[config.mk]
export PLATFORM = sky130hd
export DESIGN_NAME = tec_core
export DESIGN_NICKNAME = d
export VERILOG_FILES = /design/src/hw/tec_pkg.sv /design/src/hw/tec_core.sv /design/src/hw/tec_pin_sync.sv /design/src/hw/tec_prescaler.sv
export VERILOG_INCLUDE_DIRS = /design/src /design/src/hw
export SDC_FILE = /design/constraint.sdc
export NUM_CORES = 1
export LEC_CHECK = 0
export BUFFER_PORTS_ARGS = -buffer_cell sky130_fd_sc_hd__buf_2
export CORE_MARGIN = 4
export CORE_UTILIZATION = 45
export CTS_BUF_LIST = sky130_fd_sc_hd__clkbuf_2 sky130_fd_sc_hd__clkbuf_4 sky130_fd_sc_hd__clkbuf_8
export DETAILED_ROUTE_END_ITERATION = 8
export PLACE_DENSITY = 0.7
export SYNTH_ARGS = -nofsm -noshare
export SYNTH_HDL_FRONTEND = slang
export SYNTH_SLANG_ARGS = --single-unit
[constraint.sdc]
create_clock -name ref_clk -period 4.1 [get_ports ref_clk]
set_input_delay 0 -clock ref_clk [delete_from_list [all_inputs] [get_ports ref_clk]]
set_output_delay 0 -clock ref_clk [all_outputs]
set_load 0.01 [all_outputs]
[src/hw/tec_defs.svh]
// Constants for the 16-bit timer/event counter: field positions, encodings, timing.
// Assumes a 100 MHz ref_clk and a byte-wide data-memory access port.
`ifndef TEC_DEFS_SVH
`define TEC_DEFS_SVH
`define TEC_RUN_BIT 4
`define TEC_EDGE_BIT 3
`define TEC_MODE_HI_BIT 7
`define TEC_MODE_LO_BIT 6
`define TEC_CTRL_RESET 8'h00
`define TEC_CLK_PERIOD_NS 10
`define TEC_PRESCALE 4
`define TEC_COUNT_MAX 16'hffff
`endif

[src/hw/tec_pkg.sv]
// Types shared by the timer/event counter files.
// Assumes tec_defs.svh is included by the users of the constants.
package tec_pkg;
   typedef enum logic [1:0] {
      TEC_MODE_OFF = 2'b00,
      TEC_MODE_EVENT = 2'b01,
      TEC_MODE_TIMER = 2'b10,
      TEC_MODE_PULSE = 2'b11
   } tec_mode_t;
   typedef enum logic [1:0] {
      TEC_PW_IDLE = 2'b00,
      TEC_PW_COUNT = 2'b01,
      TEC_PW_DONE = 2'b10
   } tec_pw_t;
   typedef struct packed {
      logic rd_low;
      logic rd_high;
      logic wr_low;
      logic wr_high;
      logic wr_ctrl;
      logic rd_ctrl;
      logic [7:0] wdata;
   } tec_acc_t;
   typedef struct packed {
      logic rise;
      logic fall;
      logic level;
   } tec_pin_t;
endpackage : tec_pkg

[src/hw/tec_core.sv]
// Top of the 16-bit count-up timer/event counter with its three byte registers.
// Assumes one-cycle read/write strobes from the processor, at most one per cycle.
`timescale 1ns/1ps
`include "tec_defs.svh"
module tec_core
   import tec_pkg::*;
(
   input wire logic ref_clk,
   input wire logic rst_n,
   input wire logic rd_low,
   input wire logic rd_high,
   input wire logic rd_ctrl,
   input wire logic wr_low,
   input wire logic wr_high,
   input wire logic wr_ctrl,
   input wire logic [7:0] wdata,
   output logic [7:0] rdata,
   input wire logic timer_input_pin,
   input wire logic overflow_irq_enable,
   input wire logic power_down,
   output logic overflow_irq,
   output logic overflow_pulse
);
   ////////////////////////////////////////////////////////////////////////////
   // State
   typedef struct packed {
      logic [15:0] count;
      logic [15:0] preload;
      logic [7:0] low_buf;
      logic [7:0] ctrl;
      tec_pw_t pw;
      logic [7:0] rdata;
      logic irq;
      logic ovf;
   } tec_st_t;
   tec_st_t st_ff;
   tec_st_t nxt_st;
   tec_acc_t acc;
   tec_pin_t pin_ev;
   logic tick;
   tec_mode_t mode;
   logic run;
   logic edge_sel;
   logic inc;
   logic inhibit;
   logic start_ev;
   logic stop_ev;
   logic [15:0] nxt_preload_w;

   assign acc = '{rd_low: rd_low, rd_high: rd_high, wr_low: wr_low, wr_high: wr_high,
                  wr_ctrl: wr_ctrl, rd_ctrl: rd_ctrl, wdata: wdata};

   tec_pin_sync u_sync (
      .ref_clk(ref_clk),
      .rst_n(rst_n),
      .pin_in(timer_input_pin),
      .pin_ev(pin_ev)
   );

   tec_prescaler u_pre (
      .ref_clk(ref_clk),
      .rst_n(rst_n),
      .tick(tick)
   );

   ////////////////////////////////////////////////////////////////////////////
   // Counting decisions
   assign mode = tec_mode_t'({st_ff.ctrl[`TEC_MODE_HI_BIT], st_ff.ctrl[`TEC_MODE_LO_BIT]});
   assign run = st_ff.ctrl[`TEC_RUN_BIT];
   assign edge_sel = st_ff.ctrl[`TEC_EDGE_BIT];
   assign inhibit = acc.rd_high | acc.rd_low | acc.wr_high;
   // Pulse start and end edges, chosen by edge select
   assign start_ev = edge_sel ? pin_ev.rise : pin_ev.fall;
   assign stop_ev = edge_sel ? pin_ev.fall : pin_ev.rise;

   always_comb
   begin
      inc = 1'b0;
      unique case (mode)
         TEC_MODE_TIMER: inc = run & tick;
         // Event edges are still counted in power down
         TEC_MODE_EVENT: inc = run & (edge_sel ? pin_ev.fall : pin_ev.rise);
         TEC_MODE_PULSE: inc = run & tick & (st_ff.pw == TEC_PW_COUNT) & ~stop_ev;
         TEC_MODE_OFF: inc = 1'b0;
      endcase
      if (inhibit)
         inc = 1'b0;
   end

   assign nxt_preload_w = {acc.wdata, st_ff.low_buf};

   ////////////////////////////////////////////////////////////////////////////
   // Next state
   always_comb
   begin
      nxt_st = st_ff;
      nxt_st.ovf = 1'b0;
      // Register writes
      if (acc.wr_low)
         nxt_st.low_buf = acc.wdata;
      if (acc.wr_high)
      begin
         nxt_st.preload = nxt_preload_w;
         if (!run)
            nxt_st.count = nxt_preload_w;
      end
      if (acc.rd_high)
         nxt_st.low_buf = st_ff.count[7:0];
      // Counting
      if (inc)
      begin
         if (st_ff.count == `TEC_COUNT_MAX)
         begin
            nxt_st.count = st_ff.preload;
            nxt_st.ovf = 1'b1;
         end
         else
            nxt_st.count = st_ff.count + 16'h0001;
      end
      // Pulse-width sequencing
      if (mode == TEC_MODE_PULSE && run)
      begin
         unique case (st_ff.pw)
            TEC_PW_IDLE: if (start_ev) nxt_st.pw = TEC_PW_COUNT;
            TEC_PW_COUNT:
               if (stop_ev)
               begin
                  nxt_st.pw = TEC_PW_DONE;
                  nxt_st.ctrl[`TEC_RUN_BIT] = 1'b0;
               end
            TEC_PW_DONE: nxt_st.pw = TEC_PW_IDLE;
            default: nxt_st.pw = TEC_PW_IDLE;
         endcase
      end
      else if (!run)
         nxt_st.pw = TEC_PW_IDLE;
      // Software control write wins over automatic stop
      if (acc.wr_ctrl)
         nxt_st.ctrl = acc.wdata;
      // Request flag; follows nxt_st.ovf for one cycle, gated by the enable, with no hold
      nxt_st.irq = nxt_st.ovf & overflow_irq_enable;
      // Read data
      nxt_st.rdata = 8'h00;
      if (acc.rd_low)
         nxt_st.rdata = st_ff.low_buf;
      else if (acc.rd_high)
         nxt_st.rdata = st_ff.count[15:8];
      else if (acc.rd_ctrl)
         nxt_st.rdata = st_ff.ctrl;
   end

   always_ff @(posedge ref_clk)
   begin
      if (!rst_n)
      begin
         st_ff <= '0;
         st_ff.ctrl <= `TEC_CTRL_RESET;
         st_ff.pw <= TEC_PW_IDLE;
      end
      else
         st_ff <= nxt_st;
   end

   assign rdata = st_ff.rdata;
   assign overflow_irq = st_ff.irq;
   assign overflow_pulse = st_ff.ovf;

   ////////////////////////////////////////////////////////////////////////////
   // Checks
   chk_ovf_reload: assert property (@(posedge ref_clk) disable iff (!rst_n)
      (inc && st_ff.count == 16'hffff) |=> (st_ff.count == $past(st_ff.preload) && st_ff.ovf))
      else $error("overflow did not reload");
   chk_inc_one: assert property (@(posedge ref_clk) disable iff (!rst_n)
      (inc && st_ff.count != 16'hffff && !wr_high) |=> st_ff.count == $past(st_ff.count) + 16'h1)
      else $error("count step wrong");
   chk_stop_load: assert property (@(posedge ref_clk) disable iff (!rst_n)
      (wr_high && !run) |=> st_ff.count == {$past(wdata), $past(st_ff.low_buf)})
      else $error("stopped preload not loaded");
   chk_run_keep: assert property (@(posedge ref_clk) disable iff (!rst_n)
      (wr_high && run && !inc) |=> st_ff.count == $past(st_ff.count))
      else $error("running preload reached counter");
   chk_high_latch: assert property (@(posedge ref_clk) disable iff (!rst_n)
      rd_high |=> st_ff.low_buf == $past(st_ff.count[7:0]))
      else $error("low byte not latched");
   chk_no_count_off: assert property (@(posedge ref_clk) disable iff (!rst_n)
      !run |-> !inc)
      else $error("counted while stopped");
   chk_inhibit: assert property (@(posedge ref_clk) disable iff (!rst_n)
      (rd_low || rd_high || wr_high) |-> !inc)
      else $error("counted during access");
   chk_irq_gate: assert property (@(posedge ref_clk) disable iff (!rst_n)
      overflow_irq |-> (st_ff.ovf && $past(overflow_irq_enable)))
      else $error("interrupt not gated");
   chk_auto_clear: assert property (@(posedge ref_clk) disable iff (!rst_n)
      (run && mode != TEC_MODE_PULSE && !wr_ctrl) |=> run)
      else $error("run bit cleared by hardware");
   chk_pulse_stop: assert property (@(posedge ref_clk) disable iff (!rst_n)
      (mode == TEC_MODE_PULSE && run && st_ff.pw == TEC_PW_COUNT && stop_ev && !wr_ctrl)
      |=> !run ##1 !inc)
      else $error("pulse end not stopped");

   ////////////////////////////////////////////////////////////////////////////
   // Clock source and event checks
   chk_pd_event: assert property (@(posedge ref_clk) disable iff (!rst_n)
      (mode == TEC_MODE_EVENT && run && power_down && !inhibit && st_ff.count != 16'hffff
      && (edge_sel ? pin_ev.fall : pin_ev.rise)) |=> st_ff.count == $past(st_ff.count) + 16'h1)
      else $error("event lost in power down");

   chk_event_rise: assert property (@(posedge ref_clk) disable iff (!rst_n)
      (mode == TEC_MODE_EVENT && run && !edge_sel && pin_ev.rise && !inhibit)
      |-> inc)
      else $error("rising event not counted");

   chk_event_fall: assert property (@(posedge ref_clk) disable iff (!rst_n)
      (mode == TEC_MODE_EVENT && run && edge_sel && pin_ev.fall && !inhibit)
      |-> inc)
      else $error("falling event not counted");

   chk_event_edge_only: assert property (@(posedge ref_clk) disable iff (!rst_n)
      (mode == TEC_MODE_EVENT && !(edge_sel ? pin_ev.fall : pin_ev.rise))
      |-> !inc)
      else $error("counted on the wrong edge");

   chk_timer_tick: assert property (@(posedge ref_clk) disable iff (!rst_n)
      (mode == TEC_MODE_TIMER && run && tick && !inhibit)
      |-> inc)
      else $error("timer tick not counted");

   chk_timer_gap: assert property (@(posedge ref_clk) disable iff (!rst_n)
      (mode == TEC_MODE_TIMER && !tick)
      |-> !inc)
      else $error("timer counted between ticks");

   chk_pulse_gap: assert property (@(posedge ref_clk) disable iff (!rst_n)
      (mode == TEC_MODE_PULSE && !tick)
      |-> !inc)
      else $error("pulse counted between ticks");

   chk_mode_off: assert property (@(posedge ref_clk) disable iff (!rst_n)
      (mode == TEC_MODE_OFF)
      |-> !inc)
      else $error("counted with no mode");

   // Register access, overflow and interrupt checks
   chk_low_buffer: assert property (@(posedge ref_clk) disable iff (!rst_n)
      wr_low
      |=> (st_ff.low_buf == $past(wdata) && st_ff.preload == $past(st_ff.preload)))
      else $error("low write not buffered");

   chk_high_commit: assert property (@(posedge ref_clk) disable iff (!rst_n)
      wr_high
      |=> st_ff.preload == {$past(wdata), $past(st_ff.low_buf)})
      else $error("high write not committed");

   chk_low_read: assert property (@(posedge ref_clk) disable iff (!rst_n)
      rd_low
      |=> rdata == $past(st_ff.low_buf))
      else $error("low read not from buffer");

   chk_high_read: assert property (@(posedge ref_clk) disable iff (!rst_n)
      rd_high
      |=> rdata == $past(st_ff.count[15:8]))
      else $error("high read wrong");

   chk_rdata_idle: assert property (@(posedge ref_clk) disable iff (!rst_n)
      !(rd_low || rd_high || rd_ctrl)
      |=> rdata == 8'h00)
      else $error("read data not idle");

   chk_irq_raise: assert property (@(posedge ref_clk) disable iff (!rst_n)
      (inc && st_ff.count == 16'hffff && overflow_irq_enable)
      |=> overflow_irq)
      else $error("enabled interrupt missing");

   chk_ovf_source: assert property (@(posedge ref_clk) disable iff (!rst_n)
      overflow_pulse
      |-> ($past(inc) && $past(st_ff.count) == 16'hffff))
      else $error("overflow without full count");

   chk_ctrl_write: assert property (@(posedge ref_clk) disable iff (!rst_n)
      wr_ctrl
      |=> st_ff.ctrl == $past(wdata))
      else $error("control write lost");

   chk_ctrl_read: assert property (@(posedge ref_clk) disable iff (!rst_n)
      rd_ctrl
      |=> rdata == $past(st_ff.ctrl))
      else $error("control read wrong");

   chk_read_hold: assert property (@(posedge ref_clk) disable iff (!rst_n)
      (rd_low || rd_high)
      |=> st_ff.count == $past(st_ff.count))
      else $error("count moved during read");

   // Pulse-width checks
   chk_pulse_start: assert property (@(posedge ref_clk) disable iff (!rst_n)
      (mode == TEC_MODE_PULSE && run && st_ff.pw == TEC_PW_IDLE && start_ev)
      |=> st_ff.pw == TEC_PW_COUNT)
      else $error("pulse start missed");

   chk_pulse_idle: assert property (@(posedge ref_clk) disable iff (!rst_n)
      (mode == TEC_MODE_PULSE && st_ff.pw != TEC_PW_COUNT)
      |-> !inc)
      else $error("pulse counted outside window");

   chk_pulse_rearm: assert property (@(posedge ref_clk) disable iff (!rst_n)
      !run
      |=> st_ff.pw == TEC_PW_IDLE)
      else $error("pulse not rearmed");

   chk_pulse_stop_high: assert property (@(posedge ref_clk) disable iff (!rst_n)
      (mode == TEC_MODE_PULSE && run && edge_sel && st_ff.pw == TEC_PW_COUNT && pin_ev.fall
      && !wr_ctrl) |=> !run)
      else $error("high pulse end not stopped");
endmodule : tec_core

[src/hw/tec_pin_sync.sv]
// Two-stage synchroniser and edge detector for the timer input pin.
// Assumes the pin is asynchronous to ref_clk.
`timescale 1ns/1ps
module tec_pin_sync
   import tec_pkg::*;
(
   input wire logic ref_clk,
   input wire logic rst_n,
   input wire logic pin_in,
   output tec_pin_t pin_ev
);
   typedef struct packed {
      logic s1;
      logic s2;
      logic s3;
   } tec_sync_st_t;
   tec_sync_st_t st_ff;
   tec_sync_st_t nxt_st;
   always_comb
   begin
      nxt_st = st_ff;
      nxt_st.s1 = pin_in;
      nxt_st.s2 = st_ff.s1;
      nxt_st.s3 = st_ff.s2;
   end
   always_ff @(posedge ref_clk)
   begin
      if (!rst_n)
         st_ff <= '0;
      else
         st_ff <= nxt_st;
   end
   // Edges compare stage two with stage three only
   assign pin_ev.rise = st_ff.s2 & ~st_ff.s3;
   assign pin_ev.fall = ~st_ff.s2 & st_ff.s3;
   assign pin_ev.level = st_ff.s2;
endmodule : tec_pin_sync

[src/hw/tec_prescaler.sv]
// Divide-by-4 prescaler giving a one-cycle tick at the falling edge of the timer clock.
// Assumes a free-running ref_clk.
`timescale 1ns/1ps
`include "tec_defs.svh"
module tec_prescaler
   import tec_pkg::*;
(
   input wire logic ref_clk,
   input wire logic rst_n,
   output logic tick
);
   typedef struct packed {
      logic [1:0] cnt;
   } tec_pre_st_t;
   tec_pre_st_t st_ff;
   tec_pre_st_t nxt_st;
   always_comb
   begin
      nxt_st = st_ff;
      nxt_st.cnt = st_ff.cnt + 2'h1;
   end
   always_ff @(posedge ref_clk)
   begin
      if (!rst_n)
         st_ff <= '0;
      else
         st_ff <= nxt_st;
   end
   // Timer clock is high for counts 2..3, its falling edge is at count 3 -> 0
   assign tick = (st_ff.cnt == 2'(`TEC_PRESCALE - 1));
endmodule : tec_prescaler

==> results of run 1 <==
[critical path: stages (launching register included)]
cell	delay, ns
dfxtp_1	0.46
ha_1	0.32
nand3_1	0.15
nor2_2	0.25
nand3_1	0.56
a211o_1	0.45
a31oi_1	0.15
[registers in the layout (all words and copies together), names as in the netlist, 2 cells and up]
| register | cells |
|---|---|
| rdata | 8 |
| u_pre.st_ff | 2 |
| mode | 2 |
| st_ff | 38 |
| nxt_preload_w | 8 |
[repair_timing]
item | in CTS | in global routing
hold buffers | 10 | 0
setup buffers | 0 | 0
endpoints found under the hold margin | 23 | 0
[through the flow]
stage	cell area [um^2]	worst slack [ns]
final	3627	1.688
after global routing	3627	1.465
after detailed placement	3309	1.750
after global placement	3309	1.811
after floorplan	3189	2.280
after CTS	3627	1.726
[area by class of cell]
class | count | area, um^2 | area share [%]
multi-input cells | 282 | 1727 | 47.60
well taps | 96 | 120.1 | 3.311
inverters | 3 | 11.26 | 0.3105
clock buffers | 9 | 123.9 | 3.415
flip-flops and latches | 65 | 1301 | 35.87
clock inverters | 7 | 93.84 | 2.587
repair buffers | 39 | 250.2 | 6.899
[layer usage]
metal / routed length [um] / share of wire (%) / vias up / track usage (%)
met2: 3325 / 44 / 79 / 30.35
met1: 3446 / 46 / 1217 / 24.56
met4: 297 / 4.0 / 0 / 10.89
met3: 427 / 5.7 / 22 / 3.610
li1: - / - / 1362 / -
met5: 0 / 0 / - / 0
[power by group through the flow]
stage,clock (mW),combinational (mW),sequential [mW]
global route,0.641,0.153,0.697
floorplan,0,0.100,0.695
finish,0.602,0.135,0.693
CTS,0.611,0.136,0.692
detailed placement,0,0.128,0.706
global placement,0,0.125,0.705
[kinds of logic (layout without fill, tap and decap cells)]
group / Yosys count / count (layout)
muxes: 25 / 25
and+or+nand+nor: 157 / 157
adders and majority gates: 2 / 2
DFF: 65 / 65
xor gates and xnor gates: 10 / 10
AOI/OAI and AO/OA: 88 / 88
buffers and inverters: 35 / 58
[layout by cell type (no fill, tap or decap), types with 2 or more instances in the layout]
cell type	instances
nor2_1	18
nand2_1	55
inv_1	3
xor2_1	5
buf_2	27
ha_1	2
o21ai_1	11
a21oi_1	15
a22oi_1	2
nor4_1	3
buf_4	2
and2_1	22
nand4_1	7
clkbuf_8	9
nand2b_1	13
bufinv_16	2
o21ai_0	18
clkinv_2	2
a21boi_0	10
nor2b_1	17
nand3_1	9
xnor2_1	5
dfxtp_1	65
a21o_1	2
clkinvlp_4	2
dlygate4sd3_1	10
a31oi_1	10
and3_1	4
mux2i_1	25
o211ai_1	8
[worst max path at each step]
stage	from	end
after floorplan	st_ff[44]$_SDFFE_PN0P_	st_ff[44]$_SDFFE_PN0P_
after global placement	st_ff[44]$_SDFFE_PN0P_	st_ff[53]$_SDFFE_PN0P_
after detailed placement	st_ff[44]$_SDFFE_PN0P_	st_ff[53]$_SDFFE_PN0P_
after CTS	st_ff[44]$_SDFFE_PN0P_	st_ff[53]$_SDFFE_PN0P_
after global routing	st_ff[44]$_SDFFE_PN0P_	st_ff[44]$_SDFFE_PN0P_
final	st_ff[44]$_SDFFE_PN0P_	st_ff[53]$_SDFFE_PN0P_
==> run summary, run 1 <==
The switching part of the total was 25.43%. The worst hold path was traced through 3 stages. The worst setup skew after layout came out at 0.005095 ns. STA puts the critical path data required time at 4.37 ns.

The vias per cell is 5.349, and the internal power of the cells is 1.066 mW. The area share of the largest cell type after synthesis works out to 40.80%. For this block, the routed nets add up to 7.498 mm of wire.

For the max-cap violation count, the log shows 0. Of the available clock period, the critical path in the final layout requires 58.84%. The cell sitting at the root of the clock tree is a clkbuf_8. The number of violations reported at the end of detailed-routing iteration 0 is 192.

TritonCTS built the clock tree. After synthesis, the share of flip-flops with an asynchronous set or reset is 0%. The die is 92.19 um wide. Number of port buffers: 27. The worst setup path is captured at a flop.

The tools report the origin of the critical flop-to-flop path as st_ff[44]$_SDFFE_PN0P_. Relative to the synthesized area, the layout overhead comes to 13.73%. The H-tree was split into 3 levels. The core box area is 6832 um^2. STA classifies the critical path startpoint as a flop. The initial utilization of the core area, before any placement, comes to 46.68%.

The leakage power summed over all cells was 1.415 nW; the slew at the pin closest to its max-slew limit was 0.9554 ns. The number of enable-type register cells in the synthesized netlist is 0. For the portion of total power attributed to sequential cells, the log shows 48.5%. The first global-routing pass estimated 12.74 mm of wire. The logs give 2591 for the number of global-route vias before repair and 2680 for the via count of the routed design. The path class of the tightest hold or removal check is input pin to flop. The synthesized netlist devotes 25.23% of its cell area to simple gates. The count of nets left with antenna violations once routing finished came out at 0. Xor/xnor cell area share of the yosys netlist: 2.746%. Worst reg2reg path depth: 6. In the synthesized netlist the dominant register cell turns out to be dfxtp_1. The worst path arrival time is 2.69 ns, and the slack of the worst reg-to-reg path is 1.69 ns.

The filler cells instantiated in the layout total 663. 29 I/O pins were placed. In this run, synthesis produced a sequential element count of 65.

Entering global routing, the biggest net connects 69 pins. The share of synthesized area occupied by flip-flops and latches is 40.80%, and the share of the synthesized area in compound gates (AO/OA/AOI/OAI) is 17.30%. The number of hold violations in the final report is 0.

Clock latency on the worst-skew pair, taken at its later pin, is 0.35 ns. The combinational family with the most area after synthesis is simple AND/OR/NAND/NOR gates. The number of library cell types mapped by synthesis was 49. Per report_power, the clock group accounts for 42.1% of the total.

In this run the core area contains 30 standard-cell rows. In the final timing run, aggregate negative setup slack is 0 ns. The critical path is of the flop to flop type. The tools report the weighted congestion at the end of routability-driven global placement as 0.8053. Summing every instance area after synthesis gives 3189 um^2. At the end of the flow the core is filled with cells to 53.10%. Post-DP HPWL: 4.860 mm. The worst hold slack came out at 0.1635 ns. The layout cell share with drive strength beyond 1 is 12.35%. By area the synthesized netlist is led by dfxtp_1 (41%), mux2i_1 (7.8%), nand2_1 (6.5%).

The worst ir drop on vdd is 0.2210 mV. The maximum clock frequency was 414.5 MHz. The average detailed-routed wire length per instance was 14.97 um. For hold timing, the worst endpoint is st_ff[12]$_SDFFE_PN0P_.

The run finished with clean final reports. After synthesis, the most frequently instantiated cells are dfxtp_1 (65), nand2_1 (55), mux2i_1 (25). Counting every instance in the synthesized netlist gives 382.

Share of synthesized cell area in full adder, half adder and majority cells: 0.7846%. The remaining design rule violation count came out at 0. The number of warning messages in the yosys log is 0, and the overall power after layout is 1.429 mW. The number of nets in the final layout is 421. Setup repair after global routing left no endpoint under its margin.

TritonCTS created 9 clock buffers. Counting every sink on the clock net gives 65. In this run, post-CTS repair resized a total of 0 instances. The clock passes through at most 2 buffers. The tools report the number of antenna violations at the first check in global routing as 0. Cell with the most instances after synthesis: dfxtp_1. Capture point of the worst reg-to-reg path: st_ff[53]$_SDFFE_PN0P_. The combinational share of power was 9.4%. The startpoint identified for the worst hold timing path is wr_ctrl. The power density over cell area is 394.0 nW/um^2.

The total net switching power came out at 0.3634 mW. Measured against the total synthesized area, the mux share comes to 7.846%. Setup violations remaining at the end of the flow were counted as 0.

0 antenna diodes ended up in the layout. The post-route minimum period is 2.412 ns, and the placed instance count is 475. The total congestion overflow came out at 0.

The clock-pin slew reported for the worst setup and hold paths after clock tree synthesis was 0.07 ns; the max-slew violation count was 0. Leaving out filler cells and counting taps, the final layout contains 501. Along the worst path, the maximum fanout reaches 16.

The worst max-slew margin expressed relative to the limit was 36.31%. For this run, the total global-route usage over all layers was measured as 19.23%. The die covers 8498 um^2. The number of nets in the synthesized netlist is 403. The library cell occupying the most area in the post-synthesis netlist was dfxtp_1.

Floorplan die height: 92.19 um. The first detailed-routing pass ran for 4 iterations. Post-synthesis area per instance: 8.349 um^2.
Power figures use the tool's default switching activity.
==> run 2: changes to the inputs <==
Clock period 4.1 ns to 2.3 ns, I/O delays scaled along.
==> run summary, run 2 (synthesized netlist as in run 1, its figures left out) <==
The number of hold violations in the final report was 0 (unchanged). The layout cell share with drive strength beyond 1 is 14.66% (was 12.35%). The clock-pin slew reported for the worst setup and hold paths after clock tree synthesis works out to 0.07 ns (about the same).

Worst hold slack: 0.08699 ns (was 0.1635 ns). The global-route wire length before repair came out at 13.42 mm (was 12.74 mm). The logs give 0 (unchanged) for the post-CTS repair timing setup buffer count and 432 (was 421) for the number of nets in the final layout. TritonCTS built the clock tree. The logs give 0 (unchanged) for the max-cap violation count and 8498 um^2 (unchanged) for the die footprint. The floorplan die height was 92.19 um (unchanged). For the worst setup skew after layout, the log shows 0.005384 ns (was 0.005095 ns).

The worst-path maximum fanout came out at 14 (was 16). The number of iterations in the first detailed-routing pass is 6 (was 4), and the weighted congestion at the end of routability-driven global placement is 0.8475 (was 0.8053). The run gives 9 (unchanged) as the number of CTS-inserted buffers.

The logs give 20.04% (was 19.23%) for the all-layer global routing usage and 2.697 mW (was 1.429 mW) for the overall power after layout. The via count of the routed design was 2836 (was 2680). Post-route minimum period: 2.107 ns (was 2.412 ns). The power density over cell area is 717.2 nW/um^2 (was 394.0 nW/um^2), and the slack of the worst reg-to-reg path is 0.19 ns (was 1.69 ns). The tools report the origin of the worst setup path as u_sync.pin_ev[0]$_SDFF_PN0_ (was st_ff[44]$_SDFFE_PN0P_). The CTS sink count was 65 (unchanged); the data required time of the critical path was 2.58 ns (was 4.37 ns). The remaining design rule violation count came out at 0 (unchanged). The vias per cell was 5.539 (was 5.349). For the worst ir drop on vdd, the log shows 0.3711 mV (was 0.2210 mV).

Capture point of the worst reg-to-reg path: st_ff[56]$_SDFFE_PN0P_ (was st_ff[53]$_SDFFE_PN0P_). The count of boundary I/O pins was 29 (unchanged). For the max-slew violation count, the log shows 0 (unchanged). The tools report the core box area as 6832 um^2 (unchanged). Number of nets still failing antenna checks after routing: 0 (unchanged).

The logs give 46.68% (unchanged) for the effective utilization at floorplan and 5.332 mm (was 4.860 mm) for the post-DP HPWL. The maximum clock frequency is 474.7 MHz (was 414.5 MHz). The number of antenna violations at the first check in global routing came out at 0 (unchanged). The final setup violation count was 0 (unchanged); the die outline width was 92.19 um (unchanged). The layout overhead on the synthesized area was 17.89% (was 13.73%). The master cell of the clock root buffer is clkbuf_8 (unchanged). For the clock latency of the later-clocked register in the worst-skew pair, the log shows 0.35 ns (about the same). The number of port buffers works out to 27 (unchanged). The flip-flop count of the largest register, all copies and words added was 38 (unchanged); the number of rows in the core area was 30 (unchanged).

The register bank with the most flops was st_ff (unchanged). The worst path arrival time was 2.38 ns (was 2.69 ns). The antenna diode count is 0 (unchanged). The run gives 57 (was 69) as the largest net degree at the start of global routing. Setup repair after global routing left no endpoint under its margin.

The logs give 2682 (was 2591) for the number of global-route vias before repair and 44.85% (was 36.31%) for the worst max-slew margin expressed relative to the limit. The critical setup path kind was flop to flop (unchanged). The tools report the leakage power summed over all cells as 1.499 nW (was 1.415 nW). The instance count along the most critical hold path is 3 (unchanged).

The tools report the category of the worst setup path capture point as a flop (unchanged). The tools report the critical path endpoint as st_ff[56]$_SDFFE_PN0P_ (was st_ff[53]$_SDFFE_PN0P_). The path class of the lowest-slack min-delay path was input pin to flop (unchanged). Commonest cells after routing, fill and taps aside: dfxtp_1 (65), nand2_1 (55), buf_2 (27) (unchanged).

The deepest level of the CTS H-tree is 3 (unchanged). The flow ran to the end, and the final reports show no timing, DRC or antenna violations. The worst reg2reg path depth came out at 7 (was 6). Origin of the critical flop-to-flop path: u_sync.pin_ev[0]$_SDFF_PN0_ (was st_ff[44]$_SDFFE_PN0P_). The run gives 0 (unchanged) as the total congestion overflow.

The most frequent standard cell in the layout excluding fill and tap cells was dfxtp_1 (unchanged). The post-detailed-routing wire length is 8.007 mm (was 7.498 mm), and the slew at the pin closest to its max-slew limit is 0.8273 ns (was 0.9554 ns). The startpoint kind of the worst setup timing path was a flop (unchanged). The tools report the number of violations reported at the end of detailed-routing iteration 0 as 219 (was 192).

The average detailed-routed wire length per instance was 15.64 um (was 14.97 um). Summed negative setup slack over all endpoints: 0 ns (unchanged). The maximum buffer depth of the clock tree was 2 (unchanged). The final critical-path share of the clock period came out at 91.59% (was 58.84%).
-- run 2: layout make-up --
cell class,count,area (um^2)
Inverter,3,11.26
Fill cell,658,3072
Timing Repair Buffer,50,332.8
Tap cell,96,120.1
Sequential cell,65,1301
Multi-Input combinational cell,282,1747
Clock inverter,5,102.6
Clock buffer,11,145.1
-- run 2: worst max-delay path: stages, from the launching register on --
cell     delay [ns]
dfxtp_1        0.32
and2b_1        0.25
a21o_1         0.16
a32oi_1        0.22
o41ai_4        0.50
buf_4          0.31
o21ai_1        0.09
a21oi_1        0.18
-- run 2: per-stage QoR --
step | instance area (um^2) | worst slack (ns) | utilization (%) | cells
floorplan | 3189 | 0.4799 | - | 382
global placement | 3392 | 0.1375 | 49.65 | 486
detailed placement | 3392 | 0.08864 | 49.65 | 486
CTS | 3740 | 0.03670 | 54.74 | 512
global route | 3760 | 0.02660 | 55.04 | 512
finish | 3760 | 0.1934 | 55.04 | 512
-- run 2: worst min-delay path by stage --
stage / end / startpoint
after floorplan: overflow_irq$_SDFF_PN0_ / overflow_irq_enable
after global placement: u_sync.nxt_st[1]$_SDFF_PN0_ / timer_input_pin
after detailed placement: u_sync.nxt_st[1]$_SDFF_PN0_ / timer_input_pin
after CTS: st_ff[58]$_SDFFE_PN0P_ / wr_high
after global routing: st_ff[34]$_SDFFE_PN0P_ / wr_high
final: st_ff[50]$_SDFFE_PN0P_ / wr_high
-- run 2: power by group --
| part | switching (mW) | internal, mW | total, mW |
|---|---|---|---|
| combinational | 0.144 | 0.119 | 0.264 |
| clock | 0.443 | 0.760 | 1.20 |
| sequential | 0.0500 | 1.18 | 1.23 |
-- run 2: repair_timing --
action / 4_1_cts / 5_1_grt
setup endpoints to repair: 0 / 7
hold endpoints to repair: 20 / 0
gates resized for setup: 0 / 2
hold buffers: 10 / 0
-- run 2: routing by layer --
| metal | share of wire [%] | up-vias | track usage, % |
|---|---|---|---|
| met3 | 6.2 | 20 | 4.758 |
| li1 | - | 1381 | - |
| met1 | 46 | 1337 | 26.40 |
| met5 | 0 | - | 0 |
| met2 | 45 | 98 | 31.14 |
| met4 | 2.6 | 0 | 8.911 |
==> run 3: changes to the inputs <==
Settings changed: CORE_MARGIN 4 to unset, TNS_END_PERCENT set to 1.
==> run summary, run 3 (synthesized netlist as in run 1, its figures left out) <==
The flow ran to the end, and the final reports show no timing, DRC or antenna violations. The tools report the antenna diode count as 0 (unchanged). Post-detailed-routing wire length: 7.736 mm (was 8.007 mm). The path class of the lowest-slack min-delay path was input pin to flop (unchanged). The number of antenna violations at the first check in global routing is 0 (unchanged).

For the all-layer global routing usage, the log shows 22.31% (was 20.04%). The power density over cell area is 672.9 nW/um^2 (was 717.2 nW/um^2), and the deepest level of the CTS H-tree is 3 (unchanged). Kind of cell adding the most delay to the critical path: simple AND/OR/NAND/NOR gates (was compound AO/OA/AOI/OAI gates). The flip-flop count of the largest register, all copies and words added was 38 (unchanged); the worst max-slew margin expressed relative to the limit was 51.41% (was 44.85%). The run gives 0 (unchanged) as the post-CTS repair timing setup buffer count. The worst-path cell with the longest stage delay is or4_1 (was o41ai_4). Commonest cells after routing, fill and taps aside: dfxtp_1 (65), nand2_1 (55), buf_2 (27) (unchanged). Count of boundary I/O pins: 29 (unchanged).

The tools report the category of the worst setup path capture point as a flop (unchanged). Cell breakdown of the critical path: nor3b_2 > a21o_1 > a32oi_1 > or4_1 > a211o_1 > a31oi_1 (was and2b_1 > a21o_1 > a32oi_1 > o41ai_4 > buf_4 > o21ai_1 > a21oi_1). The global-route wire length before repair is 12.42 mm (was 13.42 mm), and the worst hold slack is 0.05881 ns (was 0.08699 ns). The number of nets in the final layout was 432 (unchanged). The run gives 0 (unchanged) as the number of hold violations in the final report. For the via count of the routed design, the log shows 2730 (was 2836).

For the worst setup skew after layout, the log shows 0.007926 ns (was 0.005384 ns). The register bank with the most flops is st_ff (unchanged). The number of gates resized after cts is 0 (unchanged), and the non-filler instance count after layout is 511 (was 512).

The die outline width was 86.19 um (was 92.19 um); the longest individual stage delay on the worst path was 0.61 ns (was 0.50 ns). The worst ir drop on vdd is 0.2341 mV (was 0.3711 mV), and the effective utilization at floorplan is 46.68% (unchanged). The weighted congestion at the end of routability-driven global placement is 0.8266 (was 0.8475). The number of global-route vias before repair is 2493 (was 2682), and the max-cap violation count is 0 (unchanged). The logs give 7428 um^2 (was 8498 um^2) for the die footprint and 3392 um^2 (unchanged) for the instance area after placement. For the worst setup slack after placement, the log shows 0.2817 ns (was 0.08864 ns). Final critical-path share of the clock period: 88.91% (was 91.59%).

Most frequent standard cell in the layout excluding fill and tap cells: dfxtp_1 (unchanged). The overall power after layout is 2.484 mW (was 2.697 mW). The average detailed-routed wire length per instance is 15.14 um (was 15.64 um), and the minimum setup slack in the final design is 0.2551 ns (was 0.1934 ns).

The most congested layer reported by global routing was met2 (unchanged). The startpoint kind of the worst setup timing path is a flop (unchanged). The tools report the data required time of the critical path as 2.57 ns (was 2.58 ns). The leakage power summed over all cells is 1.469 nW (was 1.499 nW). The layout overhead on the synthesized area was 15.73% (was 17.89%). The clock latency of the later-clocked register in the worst-skew pair was 0.35 ns (about the same); the post-DP HPWL was 5.196 mm (was 5.332 mm).

The worst path arrival time is 2.32 ns (was 2.38 ns), and the global routing usage on met3 is 5.238% (was 4.758%). For the final setup violation count, the log shows 0 (unchanged). The run gives 486 (unchanged) as the placed instance count. The master cell of the clock root buffer is clkbuf_8 (unchanged). The number of port buffers was 27 (unchanged); the max-slew violation count was 0 (unchanged).

TritonCTS built the clock tree. The post-route minimum period is 2.045 ns (was 2.107 ns), and the floorplan die height is 86.19 um (was 92.19 um). The total congestion overflow was 0 (unchanged); the number of nets still failing antenna checks after routing was 0 (unchanged). The number of violations reported at the end of detailed-routing iteration 0 is 165 (was 219), and the finished layout cell area is 3691 um^2 (was 3760 um^2).

The maximum buffer depth of the clock tree was 2 (unchanged). The number of iterations in the first detailed-routing pass was 4 (was 6). For the number of CTS-inserted buffers, the log shows 9 (unchanged).

Critical setup path kind: flop to flop (unchanged). For the maximum clock frequency, the log shows 489.0 MHz (was 474.7 MHz). The final core utilization is 54.03% (was 55.04%), and the number of rows in the core area is 30 (unchanged).

The core box area came out at 6832 um^2 (unchanged). The vias per cell is 5.342 (was 5.539). The clock-pin slew reported for the worst setup and hold paths after clock tree synthesis was 0.07 ns (about the same). Setup repair after global routing left no endpoint under its margin.

The layout cell share with drive strength beyond 1 works out to 14.46% (was 14.66%). The global-route track usage on met2 is 35.28% (was 31.14%). The remaining design rule violation count was 0 (unchanged); the CTS sink count was 65 (unchanged). The global routing usage on met1 came out at 27.81% (was 26.40%).

The slew at the pin closest to its max-slew limit was 0.7288 ns (was 0.8273 ns). The summed negative setup slack over all endpoints is 0 ns (unchanged). The tools report the largest net degree at the start of global routing as 49 (was 57).

Count of buffering cells on the critical path with inverters included: 0 (was 1). The worst-path maximum fanout works out to 7 (was 14).
run 3: area by class of cell:
| type | count | area (um^2) |
|---|---|---|
| timing repair buffer | 50 | 332.8 |
| sequential | 65 | 1301 |
| inverter | 3 | 11.26 |
| multi-input combinational | 282 | 1727 |
| clock inverter | 3 | 40.04 |
| tap | 96 | 120.1 |
| fill | 641 | 3141 |
| clock buffer | 12 | 158.9 |
run 3: layer usage:
layer | up-vias | part of all wire, %
met3 | 15 | 5.8
met5 | - | 0
met1 | 1257 | 47
met2 | 78 | 44
met4 | 0 | 3.1
li1 | 1380 | -
run 3: worst min-delay path, stage by stage:
cell	delay, ns
buf_2	0.18
nand2_1	0.11
a31oi_1	0.08
run 3: final timing paths:
check	from	to	slack, ns	cells after the start
max reg2reg	edge_sel$_SDFFE_PN0P_	st_ff[53]$_SDFFE_PN0P_	0.26	6
max	edge_sel$_SDFFE_PN0P_	st_ff[53]$_SDFFE_PN0P_	0.26	6
min reg2reg	u_pre.st_ff[0]$_SDFF_PN0_	u_pre.st_ff[0]$_SDFF_PN0_	0.43	1
min	wr_high	st_ff[58]$_SDFFE_PN0P_	0.06	3
run 3: power breakdown:
part | total, mW | switching (mW) | internal [mW]
registers | 1.23 | 0.0498 | 1.18
logic | 0.258 | 0.140 | 0.118
clock network | 0.995 | 0.433 | 0.562
total | 2.48 | 0.623 | 1.86
run 3: what timing repair did:
action                                  in CTS  in global routing
endpoints found under the setup margin       0                  0
hold endpoints to repair                    21                  0
hold buffers                                10                  0
